$ cat src/verilog/sram_port_pkg.sv
// constants shared by the pipelined synchronous memory port and its helpers
// assumes a single clock and a four-lane word with one parity bit per lane
package sram_port_pkg;
  localparam int LANES = 4;
  localparam int LANE_W = 8;
  localparam int DATA_W = LANES * LANE_W;
  localparam int WORD_W = DATA_W + LANES;
  localparam int ADDR_W = 4;
  localparam int DEPTH = 16;
  localparam int OFFSET_W = 2;
  localparam int UPPER_W = ADDR_W - OFFSET_W;
  localparam int ENTRY_W = ADDR_W + LANES + DATA_W + LANES;
  // field positions inside a buffered write entry
  localparam int ENTRY_PAR_LSB = 0;
  localparam int ENTRY_DATA_LSB = LANES;
  localparam int ENTRY_LANE_LSB = LANES + DATA_W;
  localparam int ENTRY_ADDR_LSB = LANES + DATA_W + LANES;
  // burst order strap encoding and its value before the strap is taken
  localparam logic ORDER_INTERLEAVED = 1'b1;
  localparam logic ORDER_LINEAR = 1'b0;
  localparam logic ORDER_RESET = ORDER_INTERLEAVED;
  localparam logic [OFFSET_W-1:0] BEAT_RESET = 2'h0;
  localparam logic [OFFSET_W-1:0] BEAT_STEP = 2'h1;
  localparam logic [WORD_W-1:0] WORD_RESET = 36'h0;
  // buffer state codes
  typedef enum logic [2:0] {
    BUF_EMPTY = 3'b001,
    BUF_ONE = 3'b010,
    BUF_TWO = 3'b100
  } buf_state_e;
endpackage

$ cat src/verilog/sram_port.sv
// pipelined synchronous burst memory: pin-level control, burst, byte writes
// assumes all pin inputs are synchronous to clk; the two-way pins are
// resolved outside from the active-low output enables
`timescale 1ns/1ps
`default_nettype none
module sram_port (
  input wire logic clk,
  input wire logic rst_n,
  input wire logic clock_qualifier_n,
  input wire logic select_low_first,
  input wire logic select_high,
  input wire logic select_low_second,
  input wire logic write_n,
  input wire logic advance_or_load,
  input wire logic [sram_port_pkg::LANES-1:0] byte_lane_write_n,
  input wire logic [sram_port_pkg::ADDR_W-1:0] addr,
  input wire logic burst_order,
  input wire logic output_enable_n,
  input wire logic [sram_port_pkg::DATA_W-1:0] data_in,
  output logic [sram_port_pkg::DATA_W-1:0] data_out,
  output logic [sram_port_pkg::DATA_W-1:0] data_oe_n,
  input wire logic [sram_port_pkg::LANES-1:0] parity_pins_in,
  output logic [sram_port_pkg::LANES-1:0] parity_pins_out,
  output logic [sram_port_pkg::LANES-1:0] parity_pins_oe_n
);
  localparam int AW = sram_port_pkg::ADDR_W;
  localparam int LN = sram_port_pkg::LANES;
  localparam int DW = sram_port_pkg::DATA_W;
  localparam int WW = sram_port_pkg::WORD_W;
  localparam int EW = sram_port_pkg::ENTRY_W;

  // merge lane-selected bytes and parity of a write into a stored word
  function automatic logic [WW-1:0] merge(input logic [WW-1:0] word,
                                          input logic [DW-1:0] wdata,
                                          input logic [LN-1:0] wpar,
                                          input logic [LN-1:0] lanes_n);
    logic [WW-1:0] res;
    res = word;
    for (int i = 0; i < LN; i++) begin
      if (!lanes_n[i]) begin
        res[i*sram_port_pkg::LANE_W +: sram_port_pkg::LANE_W] =
          wdata[i*sram_port_pkg::LANE_W +: sram_port_pkg::LANE_W];
        res[DW+i] = wpar[i];
      end
    end
    return res;
  endfunction

  logic [WW-1:0] mem_q [sram_port_pkg::DEPTH];
  logic [WW-1:0] mem_d [sram_port_pkg::DEPTH];
  logic active_q, active_d;
  logic burst_write_q, burst_write_d;
  logic [sram_port_pkg::UPPER_W-1:0] upper_q, upper_d;
  logic a_valid_q, a_valid_d;
  logic a_write_q, a_write_d;
  logic [AW-1:0] a_addr_q, a_addr_d;
  logic [LN-1:0] a_lanes_q, a_lanes_d;
  logic b_read_q, b_read_d;
  logic b_write_q, b_write_d;
  logic [AW-1:0] b_addr_q, b_addr_d;
  logic [LN-1:0] b_lanes_q, b_lanes_d;
  logic [WW-1:0] out_word_q, out_word_d;
  logic order_q, order_d;
  logic strap_taken_q, strap_taken_d;
  logic buf_in_ready;
  logic buf_out_valid;
  logic [EW-1:0] buf_out_data;
  logic [EW-1:0] buf_in_data;
  logic qual;
  logic sel;
  logic drain;
  logic drive;
  logic [sram_port_pkg::OFFSET_W-1:0] offset_next;
  logic [WW-1:0] read_word;
  logic [AW-1:0] head_addr;
  logic [LN-1:0] head_lanes;

  // a full buffer holds every stage, the same way a high qualifier does
  assign qual = !clock_qualifier_n && buf_in_ready;
  assign sel = !select_low_first && select_high && !select_low_second;
  assign drain = !clock_qualifier_n;

  burst_counter u_burst (
    .clk(clk),
    .rst_n(rst_n),
    .load(qual && !advance_or_load),
    .step(qual && advance_or_load),
    .load_offset(addr[sram_port_pkg::OFFSET_W-1:0]),
    .interleaved(order_q == sram_port_pkg::ORDER_INTERLEAVED),
    .offset_next(offset_next)
  );

  // write words wait here until the array port takes them
  assign buf_in_data = {b_addr_q, b_lanes_q, data_in, parity_pins_in};
  two_entry_buffer #(
    .WIDTH(EW)
  ) u_wbuf (
    .clk(clk),
    .rst_n(rst_n),
    .in_valid(qual && b_write_q),
    .in_ready(buf_in_ready),
    .in_data(buf_in_data),
    .out_valid(buf_out_valid),
    .out_ready(drain),
    .out_data(buf_out_data)
  );
  assign head_addr = buf_out_data[sram_port_pkg::ENTRY_ADDR_LSB +: AW];
  assign head_lanes = buf_out_data[sram_port_pkg::ENTRY_LANE_LSB +: LN];

  // read path forwards the pending buffer head and the write on the pins,
  // so a read right behind a write never sees stale data
  always_comb begin
    read_word = mem_q[a_addr_q];
    if (buf_out_valid && head_addr == a_addr_q) begin
      read_word = merge(read_word, buf_out_data[sram_port_pkg::ENTRY_DATA_LSB +: DW],
                        buf_out_data[sram_port_pkg::ENTRY_PAR_LSB +: LN], head_lanes);
    end
    if (b_write_q && b_addr_q == a_addr_q) begin
      read_word = merge(read_word, data_in, parity_pins_in, b_lanes_q);
    end
  end

  // array commit from the buffer head
  always_comb begin
    for (int j = 0; j < sram_port_pkg::DEPTH; j++) begin
      mem_d[j] = mem_q[j];
    end
    if (buf_out_valid && drain) begin
      mem_d[head_addr] = merge(mem_q[head_addr],
                               buf_out_data[sram_port_pkg::ENTRY_DATA_LSB +: DW],
                               buf_out_data[sram_port_pkg::ENTRY_PAR_LSB +: LN],
                               head_lanes);
    end
  end

  // strap is taken once after reset release; interleaved until then
  always_comb begin
    order_d = order_q;
    strap_taken_d = 1'b1;
    if (!strap_taken_q) begin
      order_d = burst_order;
    end
  end

  // address/control stage then data stage; nothing moves on an unqualified edge
  always_comb begin
    active_d = active_q;
    burst_write_d = burst_write_q;
    upper_d = upper_q;
    a_valid_d = a_valid_q;
    a_write_d = a_write_q;
    a_addr_d = a_addr_q;
    a_lanes_d = a_lanes_q;
    b_read_d = b_read_q;
    b_write_d = b_write_q;
    b_addr_d = b_addr_q;
    b_lanes_d = b_lanes_q;
    out_word_d = out_word_q;
    if (qual) begin
      a_valid_d = 1'b0;
      a_write_d = 1'b0;
      if (!advance_or_load) begin
        active_d = sel;
        if (sel) begin
          burst_write_d = !write_n;
          upper_d = addr[AW-1:sram_port_pkg::OFFSET_W];
          a_valid_d = 1'b1;
          a_write_d = !write_n;
        end
      end else if (active_q) begin
        a_valid_d = 1'b1;
        a_write_d = burst_write_q;
      end
      a_addr_d = {upper_d, offset_next};
      a_lanes_d = byte_lane_write_n;
      b_read_d = a_valid_q && !a_write_q;
      b_write_d = a_valid_q && a_write_q;
      b_addr_d = a_addr_q;
      b_lanes_d = a_lanes_q;
      if (a_valid_q && !a_write_q) begin
        out_word_d = read_word;
      end
    end
  end

  always_ff @(posedge clk or negedge rst_n) begin
    if (!rst_n) begin
      for (int j = 0; j < sram_port_pkg::DEPTH; j++) begin
        mem_q[j] <= sram_port_pkg::WORD_RESET;
      end
      active_q <= 1'b0;
      burst_write_q <= 1'b0;
      upper_q <= '0;
      a_valid_q <= 1'b0;
      a_write_q <= 1'b0;
      a_addr_q <= '0;
      a_lanes_q <= '1;
      b_read_q <= 1'b0;
      b_write_q <= 1'b0;
      b_addr_q <= '0;
      b_lanes_q <= '1;
      out_word_q <= sram_port_pkg::WORD_RESET;
      order_q <= sram_port_pkg::ORDER_RESET;
      strap_taken_q <= 1'b0;
    end else begin
      for (int j = 0; j < sram_port_pkg::DEPTH; j++) begin
        mem_q[j] <= mem_d[j];
      end
      active_q <= active_d;
      burst_write_q <= burst_write_d;
      upper_q <= upper_d;
      a_valid_q <= a_valid_d;
      a_write_q <= a_write_d;
      a_addr_q <= a_addr_d;
      a_lanes_q <= a_lanes_d;
      b_read_q <= b_read_d;
      b_write_q <= b_write_d;
      b_addr_q <= b_addr_d;
      b_lanes_q <= b_lanes_d;
      out_word_q <= out_word_d;
      order_q <= order_d;
      strap_taken_q <= strap_taken_d;
    end
  end

  // drivers on only in a read data phase, one qualified edge after the read select;
  // write phases and deselected cycles never set b_read_q
  assign drive = b_read_q && !output_enable_n;
  assign data_out = out_word_q[DW-1:0];
  assign parity_pins_out = out_word_q[WW-1:DW];
  assign data_oe_n = {DW{!drive}};
  assign parity_pins_oe_n = {LN{!drive}};

  property p_hold_unqualified;
    @(posedge clk) disable iff (!rst_n)
      clock_qualifier_n |=> $stable(a_addr_q) && $stable(b_read_q) && $stable(out_word_q)
                            && $stable(active_q);
  endproperty
  a_hold_unqualified: assert property (p_hold_unqualified) else $error("state moved while unqualified");

  property p_stretch_keeps_select;
    @(posedge clk) disable iff (!rst_n)
      active_q && clock_qualifier_n |=> active_q && $stable(burst_write_q) && $stable(upper_q);
  endproperty
  a_stretch_keeps_select: assert property (p_stretch_keeps_select) else $error("stretch deselected");

  property p_select_decode;
    @(posedge clk) disable iff (!rst_n)
      qual && !advance_or_load |=> a_valid_q == $past(sel) && active_q == $past(sel);
  endproperty
  a_select_decode: assert property (p_select_decode) else $error("select decode wrong");

  property p_load_address;
    @(posedge clk) disable iff (!rst_n)
      qual && !advance_or_load && sel |=> a_addr_q == $past(addr);
  endproperty
  a_load_address: assert property (p_load_address) else $error("address not loaded");

  property p_linear_step;
    @(posedge clk) disable iff (!rst_n)
      qual && advance_or_load && order_q == sram_port_pkg::ORDER_LINEAR && strap_taken_q
      |=> a_addr_q[1:0] == 2'($past(a_addr_q[1:0]) + 2'h1) && $stable(a_addr_q[AW-1:2]);
  endproperty
  a_linear_step: assert property (p_linear_step) else $error("linear step wrong");

  property p_burst_type;
    @(posedge clk) disable iff (!rst_n)
      qual && advance_or_load && active_q |=> a_valid_q && a_write_q == $past(burst_write_q);
  endproperty
  a_burst_type: assert property (p_burst_type) else $error("burst type changed");

  property p_read_latency;
    @(posedge clk) disable iff (!rst_n)
      qual && a_valid_q && !a_write_q |=> b_read_q && out_word_q == $past(read_word);
  endproperty
  a_read_latency: assert property (p_read_latency) else $error("read data late or wrong");

  property p_drive_cause;
    @(posedge clk) disable iff (!rst_n)
      (b_read_q && !output_enable_n) == !data_oe_n[0] && data_oe_n == {DW{data_oe_n[0]}}
      && parity_pins_oe_n == {LN{data_oe_n[0]}} && !(b_read_q && b_write_q);
  endproperty
  a_drive_cause: assert property (p_drive_cause) else $error("pins driven without read");

  property p_write_float;
    @(posedge clk) disable iff (!rst_n)
      b_write_q |-> &data_oe_n && &parity_pins_oe_n;
  endproperty
  a_write_float: assert property (p_write_float) else $error("pins driven in float case");

  // deselect is pipelined: pins float once the next qualified edge has passed
  property p_deselect_float;
    @(posedge clk) disable iff (!rst_n)
      qual && !advance_or_load && !sel ##1 qual |=> &data_oe_n && &parity_pins_oe_n;
  endproperty
  a_deselect_float: assert property (p_deselect_float) else $error("deselect drove pins");

  property p_write_capture;
    @(posedge clk) disable iff (!rst_n)
      qual && b_write_q |=> buf_out_valid;
  endproperty
  a_write_capture: assert property (p_write_capture) else $error("write data not captured");

  c_read: cover property (@(posedge clk) disable iff (!rst_n) qual && a_valid_q && !a_write_q);
  c_write: cover property (@(posedge clk) disable iff (!rst_n) qual && b_write_q);
  c_burst4: cover property (@(posedge clk) disable iff (!rst_n)
    (qual && advance_or_load && active_q) [*3]);
  c_turn: cover property (@(posedge clk) disable iff (!rst_n)
    b_write_q && qual ##1 b_read_q);
endmodule
`default_nettype wire

$ cat src/verilog/burst_counter.sv
// two-bit burst offset generator with linear or interleaved order
// assumes load and step are already qualified by the clock qualifier
`timescale 1ns/1ps
`default_nettype none
module burst_counter (
  input wire logic clk,
  input wire logic rst_n,
  input wire logic load,
  input wire logic step,
  input wire logic [sram_port_pkg::OFFSET_W-1:0] load_offset,
  input wire logic interleaved,
  output logic [sram_port_pkg::OFFSET_W-1:0] offset_next
);
  logic [sram_port_pkg::OFFSET_W-1:0] base_q, base_d;
  logic [sram_port_pkg::OFFSET_W-1:0] beat_q, beat_d;

  // next base and beat; the offset follows from the beat count
  always_comb begin
    base_d = base_q;
    beat_d = beat_q;
    if (load) begin
      base_d = load_offset;
      beat_d = sram_port_pkg::BEAT_RESET;
    end else if (step) begin
      beat_d = beat_q + sram_port_pkg::BEAT_STEP; // wraps after four beats
    end
    if (interleaved) begin
      offset_next = base_d ^ beat_d;
    end else begin
      offset_next = base_d + beat_d;
    end
  end

  always_ff @(posedge clk or negedge rst_n) begin
    if (!rst_n) begin
      base_q <= sram_port_pkg::BEAT_RESET;
      beat_q <= sram_port_pkg::BEAT_RESET;
    end else begin
      base_q <= base_d;
      beat_q <= beat_d;
    end
  end
endmodule
`default_nettype wire

$ cat src/verilog/two_entry_buffer.sv
// two-entry valid/ready buffer for committed write words
// assumes the drain side may stall for any number of cycles
`timescale 1ns/1ps
`default_nettype none
module two_entry_buffer #(
  parameter int WIDTH = 8
) (
  input wire logic clk,
  input wire logic rst_n,
  input wire logic in_valid,
  output logic in_ready,
  input wire logic [WIDTH-1:0] in_data,
  output logic out_valid,
  input wire logic out_ready,
  output logic [WIDTH-1:0] out_data
);
  sram_port_pkg::buf_state_e state_q, state_d;
  logic [WIDTH-1:0] slot_q [2];
  logic [WIDTH-1:0] slot_d [2];
  logic rd_q, rd_d;
  logic wr_q, wr_d;
  logic push;
  logic pop;

  assign in_ready = (state_q != sram_port_pkg::BUF_TWO);
  assign out_valid = (state_q != sram_port_pkg::BUF_EMPTY);
  assign out_data = slot_q[rd_q];
  assign push = in_valid && in_ready;
  assign pop = out_valid && out_ready;

  // occupancy and pointer update
  always_comb begin
    slot_d[0] = slot_q[0];
    slot_d[1] = slot_q[1];
    rd_d = rd_q ^ pop;
    wr_d = wr_q ^ push;
    if (push) begin
      slot_d[wr_q] = in_data;
    end
    case (state_q)
      sram_port_pkg::BUF_EMPTY: state_d = push ? sram_port_pkg::BUF_ONE : sram_port_pkg::BUF_EMPTY;
      sram_port_pkg::BUF_ONE: begin
        if (push && !pop) begin
          state_d = sram_port_pkg::BUF_TWO;
        end else if (pop && !push) begin
          state_d = sram_port_pkg::BUF_EMPTY;
        end else begin
          state_d = sram_port_pkg::BUF_ONE;
        end
      end
      sram_port_pkg::BUF_TWO: state_d = pop ? sram_port_pkg::BUF_ONE : sram_port_pkg::BUF_TWO;
      default: state_d = sram_port_pkg::BUF_EMPTY;
    endcase
  end

  always_ff @(posedge clk or negedge rst_n) begin
    if (!rst_n) begin
      state_q <= sram_port_pkg::BUF_EMPTY;
      slot_q[0] <= '0;
      slot_q[1] <= '0;
      rd_q <= 1'b0;
      wr_q <= 1'b0;
    end else begin
      state_q <= state_d;
      slot_q[0] <= slot_d[0];
      slot_q[1] <= slot_d[1];
      rd_q <= rd_d;
      wr_q <= wr_d;
    end
  end
endmodule
`default_nettype wire

$ cat config.mk
export PLATFORM = sky130hd
export DESIGN_NAME = sram_port
export DESIGN_NICKNAME = d
export VERILOG_FILES = /design/src/verilog/sram_port_pkg.sv /design/src/verilog/sram_port.sv /design/src/verilog/burst_counter.sv /design/src/verilog/two_entry_buffer.sv
export SDC_FILE = /design/constraint.sdc
export NUM_CORES = 1
export LEC_CHECK = 0
export CAP_MARGIN = 20
export CORE_MARGIN = 2
export CORE_UTILIZATION = 55
export CTS_CLUSTER_SIZE = 30
export DETAILED_ROUTE_END_ITERATION = 10
export DONT_BUFFER_PORTS = 1
export GPL_TIMING_DRIVEN = 1
export PLACE_DENSITY = 0.8
export SLEW_MARGIN = 20
export SYNTH_ARGS = -nofsm -noshare
export SYNTH_HDL_FRONTEND = slang
export SYNTH_HIERARCHICAL = 1
export SYNTH_SLANG_ARGS = --single-unit
$ cat constraint.sdc
create_clock -name clk -period 3.2 [get_ports clk]
set_clock_uncertainty 0.15 [all_clocks]
set_input_delay 0.16 -clock clk [delete_from_list [all_inputs] [get_ports clk]]
set_output_delay 0.16 -clock clk [all_outputs]
set_load 0.02 [all_outputs]
* After elaboration in Yosys (flattened, before gate mapping)
Cells that the tools add are included.
** Operators by class
- Add/sub/neg operators :: 2
- $lt $le $gt $ge :: 6
- Eq/ne operators :: 7
- Mux-type cells :: 66
- Bitwise logic cells :: 8
- Reductions and logical operators :: 30
** Operators with widths (count)
- 576-bit bitwise mux :: 1
- 36-bit binary-select mux with 4-bit select :: 2
- 36-bit 2-to-1 mux :: 7
- 44-bit 2-to-1 mux :: 4
- 36-bit demux with 4-bit select :: 1
- 8-bit 2-to-1 mux :: 16
- 88-bit bitwise mux :: 1
- 44-bit demux with 1-bit select :: 1
- 1-bit 2-to-1 mux :: 22
- 1-bit logical AND :: 17
- 2-bit 2-to-1 mux :: 8
- 5-bit greater-or-equal comparator (second input constant) :: 2
- 1-bit zero test :: 10
- 4-bit NOT with 5-bit output :: 2
- 3-bit one-hot mux with 3 select lines :: 1
- 4-bit equality test :: 2
- 3-bit 2-to-1 mux :: 2
- 5-bit by 1-bit < comparator with 1-bit output (second input constant) :: 1
- 2-bit greater-or-equal comparator (second input constant) :: 2
- 1-bit NOT with 2-bit output :: 2
- 2-bit AND reduction :: 2
- 3-bit by 1-bit equality test with 1-bit output (second input constant) :: 1
- 3-bit by 2-bit equality test with 1-bit output (second input constant) :: 1
- 3-bit equality test (second input constant) :: 1
- 9 further kinds :: 10
** Storage, ports and cells
- Bits in registers :: 735
- Input port bits :: 54
- Word-level logic and storage cells :: 156

* Longest topological paths before layout
Gate-level depths: netlist (run 1).
- Word-level depth :: 11
- Mapped depth :: 13
- Depth with buffers taken out :: 12

* Hierarchy
The synthesis (run 1) kept the hierarchy.
** Modules (own cells, without submodules)
- sram_port :: instances 1, cells each 3161, area an instance 33094.2 um^2, sequential area each 15926.5 um^2
- two_entry_buffer :: instances 1, cells each 262, area an instance 4256.6 um^2, sequential area each 2328.5 um^2
- burst_counter :: instances 1, cells each 15, area an instance 205.2 um^2, sequential area each 100.1 um^2

* Least setup slack after synthesis (run 1)
No wires, ideal clock.
- Path type :: register to register
- From :: register u_wbuf.rd_q
- To :: register out_word_q[24]
- Library setup time :: 0.123 ns
- Arrival :: 2.553 ns
- Data required time :: 2.927 ns
- Setup slack :: 0.374 ns
- Stages on the path, launching flop included :: 11
- Buffers on the path :: 4
- Clock period less this slack :: 2.826 ns
- Path through :: dfrtp_1 > buf_2 > buf_2 > mux2_2 > buf_6 > xor2_1 > nor3_4 > nand3_4 > or4b_1 > buf_2 > o221a_1
** On the way
- Longest elaborated chain between the ends :: 9
** Ends and longest elaborated chain
- start, declared :: line two_entry_buffer.sv:20 : logic rd_q, rd_d;
- start signal, assigned :: line two_entry_buffer.sv:67 : rd_q <= rd_d;
- 1-bit NOT with 2-bit output (implied by the code) (*) :: line two_entry_buffer.sv:27 : assign out_data = slot_q[rd_q];
- 44-bit 2-to-1 mux (implied by the code) (*) (3 in a row) :: line two_entry_buffer.sv:27
- via buf_out_data[41] :: line sram_port.sv:67 : logic [EW-1:0] buf_out_data;
- 4-bit equality test (*) :: line sram_port.sv:114 : if (buf_out_valid && head_addr == a_addr_q) begin
- 1-bit logical AND (*) :: line sram_port.sv:114
- 36-bit 2-to-1 mux (*) :: line sram_port.sv:114
- 8-bit 2-to-1 mux :: line sram_port.sv:40 : if (!lanes_n[i]) begin
- 36-bit 2-to-1 mux (*) :: line sram_port.sv:118 : if (b_write_q && b_addr_q == a_addr_q) begin
- end signal, assigned :: line sram_port.sv:202 : out_word_q <= sram_port_pkg::WORD_RESET;
- end signal, assigned :: line sram_port.sv:220 : out_word_q <= out_word_d;
- end, declared :: line sram_port.sv:62 : logic [WW-1:0] out_word_q, out_word_d;
Mark *: on every way through the listed nets, which the timed path passes. The rest lies on a longest branch. The select of a mux whose other input is x is not followed.
A chain may end at the register's enable or synchronous reset.

* Worst setup path after layout (run 1)
- From :: register u_wbuf.rd_q
- To :: register mem_q[522] (netlist bit)
** RTL lines
- 1-bit NOT with 2-bit output (implied by the code) :: line two_entry_buffer.sv:27
- 44-bit 2-to-1 mux (implied by the code) (3 in a row) :: line two_entry_buffer.sv:27
- via buf_out_data[38] :: line sram_port.sv:67
- 8-bit 2-to-1 mux :: line sram_port.sv:40
- 8-bit 2-to-1 mux :: line sram_port.sv:128 : if (buf_out_valid && drain) begin
- 576-bit bitwise mux :: line sram_port.sv:129 : mem_d[head_addr] = merge(mem_q[head_addr],
- end signal, assigned by index :: line sram_port.sv:189 : mem_q[j] <= sram_port_pkg::WORD_RESET;
- end signal, assigned by index :: line sram_port.sv:207 : mem_q[j] <= mem_d[j];
- end, declared :: line sram_port.sv:49 : logic [WW-1:0] mem_q [sram_port_pkg::DEPTH];
The timed path passes the listed nets, and every way through them passes these cells. The select of a mux whose other input is x is not followed.

==> flow_metrics.py, run 1 <==
metrics = {
    "routing": {
        "drt-initial-drc-count": 3470,
        "drt_first_pass_iters": 6,
        "ant_nets": 0,
        "vias": 28977,
        "avgViaCountPerCell": 6.70,
        "drt_wl_total_um": 112000,
        "drc": 0,
        "wl_per_cell_um": 25.8,
    },
    "die": {
        "fp-row-count": 95,
        "dieArea_um2": 70400,
        "ios": 126,
        "core_um2": 67400,
        "initial_utilization": 0.557,
        "die_y_um": 265,
        "fp.dieW_um": 265,
    },
    "logic_synthesis": {
        "synth.distinct_cells": 60,
        "synth_edf_count": 0,
        "synthTopCellsByArea": "dfrtp_1, mux4_2, mux2i_1",
        "syn_area_um2": 37600,
        "ys.flop_type": "dfrtp_1",
        "ys_seq_area_frac": 0.489,
        "postSynthCellCount": 3438,
        "synth_top_area_share": 0.482,
        "yosys.area.top_type": "dfrtp_1",
        "async_reset_ff_frac": 1.00,
        "synth_fp_nets": 3494,
        "yosysWarnings": 6,
        "ys_ff_latch": 733,
        "avgSynthCellArea_um2": 10.9,
    },
    "power_and_ir_drop": {
        "clockPowerShare": 0.408,
        "power_frac_comb": 0.145,
        "p_seq_frac": 0.447,
        "intPower_uw": 16600,
        "power.switching_uw": 6540,
        "powerDensity_nw_per_um2": 554,
        "p_leak_uw": 0.0178,
        "peakVddDrop_mv": 0.391,
        "swShare": 0.282,
    },
    "global_routing": {
        "grt_pass1_wl_um": 172000,
        "grt_pass1_vias": 29334,
        "antenna_found_initial": 7,
        "grt_usage": 0.319,
        "grt_start_max_net_pins": 734,
        "grt_overflow": 0,
    },
    "finish": {
        "drive_gt1_frac": 0.190,
        "n_fill_cell": 4952,
        "final_common_cell": "dfrtp_1",
        "nNetsFinal": 3445,
        "mostFrequentLayoutCells": "dfrtp_1, nand2_1, nor2_1",
        "stdcell_area_um2": 41900,
        "syn_to_final_growth_pct": 11.5,
    },
    "placement": {
        "dpl-instance-area_um2": 38600,
        "gp_congestion": 0.878,
        "portBuffers": 0,
        "dpl.hpwl_um": 66200,
    },
    "job": {
        "drv_cap": 0,
    },
    "timing": {
        "fin_crit_sh": 0.959,
        "final.setup.tns_ns": 0,
        "hold_viol_final": 730,
        "slew_headroom": -1.41,
        "slew_violations": 591,
        "setup-violations-final": 0,
        "period_needed_ns": 3.07,
        "rsz0062_at_grt": "no",
        "hold_slack_ns": -0.903,
        "tightest_slew_ns": 3.61,
        "fmax_mhz": 326,
    },
    "clocking": {
        "cts_buffer_depth": 3,
        "postCtsHoldBufs": 64,
        "clk_pin_slew_ns": 0.06,
        "cts_resized": 0,
        "cts_buffers": 78,
        "cts_sinks": 733,
        "cts_tree": "done",
        "cts_setup_buffers": 0,
        "htreeDepth": 3,
        "clk-insertion-delay-late_ns": 0.65,
        "root_buffer": "clkbuf_16",
    },
    "critical_path": {
        "cp-start-kind": "flip-flop",
        "worstPathRequired_ns": 3.61,
        "cp-end-kind": "flip-flop",
        "worst-setup-path-type": "flip-flop to flip-flop",
        "r2r_cells": 6,
        "critPathArrivalTime_ns": 3.47,
        "reg2reg_to": "mem_q[522]$_DFFE_PN0P_",
        "reg2reg_slack_ns": 0.13,
        "reg2reg_from": "u_wbuf/rd_q$_DFF_PN0_",
        "critPathMaxFanout": 20,
    },
    "status": {
        "violations": "hold timing, slew limit",
        "status": "complete, but fails checks",
    },
    "hold_path": {
        "hold_class": "input pin to async pin",
    },
}
## worst max-delay path, stage by stage, from the launching register on
cell	delay, ns
dfrtp_2	0.49
buf_4	0.38
mux2_2	0.25
nor2b_1	0.91
buf_4	0.31
a31oi_2	0.21
o21ai_0	0.26
## power groups by stage
| stage | sequential [µW] | clock, µW | combinational (µW) |
|---|---|---|---|
| after floorplan | 10200 | 0 | 2310 |
| after global placement | 10500 | 0 | 3070 |
| after detailed placement | 10500 | 0 | 3120 |
| after CTS | 10400 | 9530 | 3250 |
| after global routing | 10400 | 9890 | 3470 |
| final | 10400 | 9460 | 3350 |
## how the worst max path moves through the flow
stage                     startpoint                    endpoint  slack, ns
6_report       u_wbuf/rd_q$_DFF_PN0_      mem_q[522]$_DFFE_PN0P_       0.13
5_1_grt        u_wbuf/rd_q$_DFF_PN0_      mem_q[563]$_DFFE_PN0P_       0.03
4_1_cts        u_wbuf/rd_q$_DFF_PN0_      mem_q[522]$_DFFE_PN0P_       0.19
3_5_place_dp   u_wbuf/rd_q$_DFF_PN0_      mem_q[450]$_DFFE_PN0P_       0.23
3_3_place_gp   u_wbuf/rd_q$_DFF_PN0_      mem_q[269]$_DFFE_PN0P_       0.30
2_1_floorplan  u_wbuf/rd_q$_DFF_PN0_  out_word_q[24]$_DFFE_PN0P_       0.37
## cell families after synthesis
kind of cell,share of synthesized area
buffers and inverters,0.0433
other,0.0000999
adder cells (fa/ha/maj),0.000666
AO/OA/AOI/OAI,0.137
flip-flops,0.489
XOR/XNOR,0.00300
multiplexers,0.224
AND/OR/NAND/NOR,0.104
## layout make-up
cell class	instances	area [µm²]	share of cell area
Sequential cell	733	18400	0.439
Tap cell	873	1090	0.0261
Clock buffer	116	2310	0.0550
Antenna cell	4	10.0	0.000239
Clock inverter	24	355	0.00848
Timing Repair Buffer	169	1870	0.0447
Multi-Input combinational cell	2374	17800	0.424
Inverter	33	124	0.00296
## registers in the layout (all words and copies together), names as in the netlist, 2 cells and up
register,count
a_lanes_q,4
u_burst/beat_q,2
upper_q,2
a_addr_q,2
b_lanes_q,4
mem_q,576
b_addr_q,4
u_wbuf/state_q,3
out_word_q,36
u_burst/base_q,2
u_wbuf/slot_q,88
## per-stage QoR
step | worst slack (ns) | utilization | std cells | hold WS, ns | power [µW]
floorplan | 0.374 | - | 3438 | -0.286 | 12500
global placement | 0.304 | 0.572 | 4118 | -0.241 | 13600
global route | 0.0267 | 0.622 | 4325 | -0.914 | 23800
finish | 0.130 | 0.622 | 4326 | -0.903 | 23200
detailed placement | 0.227 | 0.572 | 4118 | -0.243 | 13700
CTS | 0.195 | 0.621 | 4322 | -0.907 | 23200
## synthesized netlist by cell type (8+ instances only)
library cell	number
nand2b_1	42
nand3b_1	8
mux2_4	41
o22a_1	9
clkbuf_1	134
buf_2	104
nor2b_1	24
buf_1	8
mux2i_1	252
buf_4	46
mux4_2	185
o221a_1	9
dfstp_2	10
o22ai_1	27
mux2_2	97
o21ai_0	294
a21oi_1	307
nand2_1	420
a31oi_2	32
inv_1	32
dfrtp_1	723
a221oi_1	48
nor2_2	23
nor2_1	386
a22oi_1	104
## layer usage
metal | part of all wire | up-vias | wire, µm | global-route usage
met3 | 0.11 | 471 | 12300 | 0.0812
met2 | 0.47 | 1780 | 52100 | 0.496
met4 | 0.061 | 8 | 6800 | 0.183
li1 | - | 12251 | - | -
met5 | 0.00047 | - | 52 | 0
met1 | 0.36 | 14467 | 40400 | 0.410
(Power assumes the default switching activity.)
==> inputs of run 2 (changes only) <==
BUFFER_PORTS_ARGS = -buffer_cell sky130_fd_sc_hd__buf_2   (was not set)
DONT_BUFFER_PORTS = not set   (was 1)
PLACE_DENSITY = 0.82   (was 0.8)
==> run 2 against run 1 <==
- the flow now finishes without violations
- via count rose by 1.9%
- core utilization is 1.0 points higher
- maximum frequency rose by 0.75%
- sequential cell count unchanged
- routed wire length increased by 0.63%
- worst hold slack improved by 1.1 ns
- cell count rose by 3.0%
- critical path type unchanged
- critical endpoint is now mem_q[199]$_DFFE_PN0P_
- highest routed layer is now met4
==> flow_metrics.py, run 2 (synthesized netlist as in run 1, its figures left out) <==
metrics = {
    "hold_path": {
        "hold_class": "input pin to flip-flop",
    },
    "finish": {
        "largest_reg_flops": 576,
        "n_fill_cell": 4880,
        "mostFrequentLayoutCells": "dfrtp_1, nand2_1, nor2_1",
        "post-route-util": 0.632,
        "stdcell_area_um2": 42600,
        "syn_to_final_growth_pct": 13.3,
        "reg_top3": "mem_q: 576 flops, u_wbuf/slot_q: 88 flops, out_word_q: 36 flops",
        "nNetsFinal": 3579,
        "drive_gt1_frac": 0.221,
        "final_common_cell": "dfrtp_1",
        "regMostFlops": "mem_q",
    },
    "placement": {
        "dpl.hpwl_um": 68000,
        "dpl-instance-area_um2": 39400,
        "dp_slack_ns": 0.239,
        "gp_congestion": 0.876,
        "portBuffers": 125,
    },
    "clocking": {
        "cts_buffer_depth": 3,
        "root_buffer": "clkbuf_16",
        "cts_setup_buffers": 0,
        "htreeDepth": 3,
        "clk_pin_slew_ns": 0.06,
        "cts_buffers": 77,
        "clk-insertion-delay-late_ns": 0.64,
        "cts_sinks": 733,
        "cts_tree": "done",
    },
    "timing": {
        "slew_headroom": 0.248,
        "fin_ws_ns": 0.153,
        "rsz0062_at_grt": "no",
        "slew_violations": 0,
        "fmax_mhz": 328,
        "fin_crit_sh": 0.952,
        "final.setup.tns_ns": 0,
        "tightest_slew_ns": 1.13,
        "hold_viol_final": 0,
        "setup-violations-final": 0,
        "period_needed_ns": 3.05,
    },
    "routing": {
        "ant_nets": 0,
        "drt_wl_total_um": 112000,
        "drc": 0,
        "drt-initial-drc-count": 3532,
        "wl_per_cell_um": 25.2,
        "drt_first_pass_iters": 6,
        "avgViaCountPerCell": 6.63,
        "vias": 29538,
    },
    "die": {
        "dieArea_um2": 70400,
        "initial_utilization": 0.557,
        "fp-row-count": 95,
        "die_y_um": 265,
        "fp.dieW_um": 265,
        "ios": 126,
        "core_um2": 67400,
    },
    "critical_path": {
        "cp-end-kind": "flip-flop",
        "cp-start-kind": "flip-flop",
        "critPathArrivalTime_ns": 3.38,
        "critPathSlowestCell": "buf_4",
        "critical-path-max-stage-delay_ns": 0.55,
        "worstPathRequired_ns": 3.54,
        "crit_chain": "mux2_8 > buf_4 > nor3b_1 > nand2_4 > buf_12 > nand2_1 > o21ai_0",
        "critPathMaxFanout": 41,
        "worst-setup-path-type": "flip-flop to flip-flop",
    },
    "job": {
        "drv_cap": 0,
    },
    "global_routing": {
        "grt_pass1_vias": 30405,
        "grt_overflow": 0,
        "antenna_found_initial": 1,
        "grt_start_max_net_pins": 98,
        "grt_pass1_wl_um": 176000,
        "grt_usage": 0.323,
    },
    "power_and_ir_drop": {
        "powerDensity_nw_per_um2": 547,
        "p_leak_uw": 0.0183,
        "peakVddDrop_mv": 0.477,
        "total_power_uw": 23300,
    },
    "status": {
        "status": "finished, final reports clean",
    },
}
-- run 2: changes by cell type in the layout (fill, tap and decap cells not counted), sizes merged, moves of 3 or more --
cell / delta
buf: +136
bufinv: -4
clkinv: -6
clkinvlp: +4
diode: -3
inv: +3
-- run 2: per-stage QoR --
step	std cells	hold WS, ns
final	4454	0.174
after global routing	4454	0.177
after CTS	4453	0.146
after detailed placement	4254	0.0466
after global placement	4254	0.0538
after floorplan	3438	-0.286
-- run 2: path summary, 6_finish.rpt --
| check | endpoint | slack, ns | depth (start not counted) | start |
|---|---|---|---|---|
| min in group asynchronous | upper_q[1]$_DFFE_PN0P_ | 0.50 | 3 | rst_n |
| max in group asynchronous | u_burst/base_q[0]$_DFF_PN0_ | 1.33 | 4 | rst_n |
| worst min register to register | b_lanes_q[0]$_DFFE_PN1P_ | 0.31 | 2 | a_lanes_q[0]$_DFFE_PN1P_ |
| worst max register to register | mem_q[199]$_DFFE_PN0P_ | 0.15 | 7 | u_wbuf/rd_q$_DFF_PN0_ |
| worst max-delay path | mem_q[199]$_DFFE_PN0P_ | 0.15 | 7 | u_wbuf/rd_q$_DFF_PN0_ |
| worst min-delay path | u_wbuf/slot_q[5]$_DFFE_PN0P_ | 0.17 | 3 | data_in[1] |
-- run 2: layout make-up --
type | count | area, µm² | share of cell area
Sequential cell | 733 | 18400 | 0.432
Multi-Input combinational cell | 2374 | 17800 | 0.417
Timing Repair Buffer | 304 | 2650 | 0.0623
Clock buffer | 115 | 2330 | 0.0548
Tap cell | 873 | 1090 | 0.0257
Clock inverter | 21 | 243 | 0.00570
Inverter | 33 | 124 | 0.00291
Antenna cell | 1 | 2.50 | 0.0000588
-- run 2: report_power, final --
group	internal [µW]	leakage [µW]	total, µW	switching (µW)
combinational	1600	0.00696	4170	2570
sequential	9620	0.0101	9950	330
clock	5370	0.00125	9160	3790
-- run 2: timing repair --
action / in CTS / in global routing
gates resized for setup: 0 / 0
hold buffers: 63 / 0
endpoints found under the hold margin: 838 / 0
-- run 2: per-layer routing --
metal | global-route usage | share of wire | vias to the layer above | wire length, µm
li1 | - | - | 12503 | -
met1 | 0.412 | 0.36 | 14654 | 40700
met2 | 0.510 | 0.47 | 1862 | 52300
met3 | 0.0743 | 0.11 | 519 | 12100
met4 | 0.187 | 0.064 | 0 | 7220
met5 | 0 | 0 | - | 0
-- run 2: critical path, delay by kind of cell (launching register included) --
family | cells | cell delay, ns
muxes | 1 | 0.32
DFF | 1 | 0.50
AOI/OAI and AO/OA | 1 | 0.08
and+or+nand+nor | 3 | 0.98
buffers and inverters | 2 | 0.85
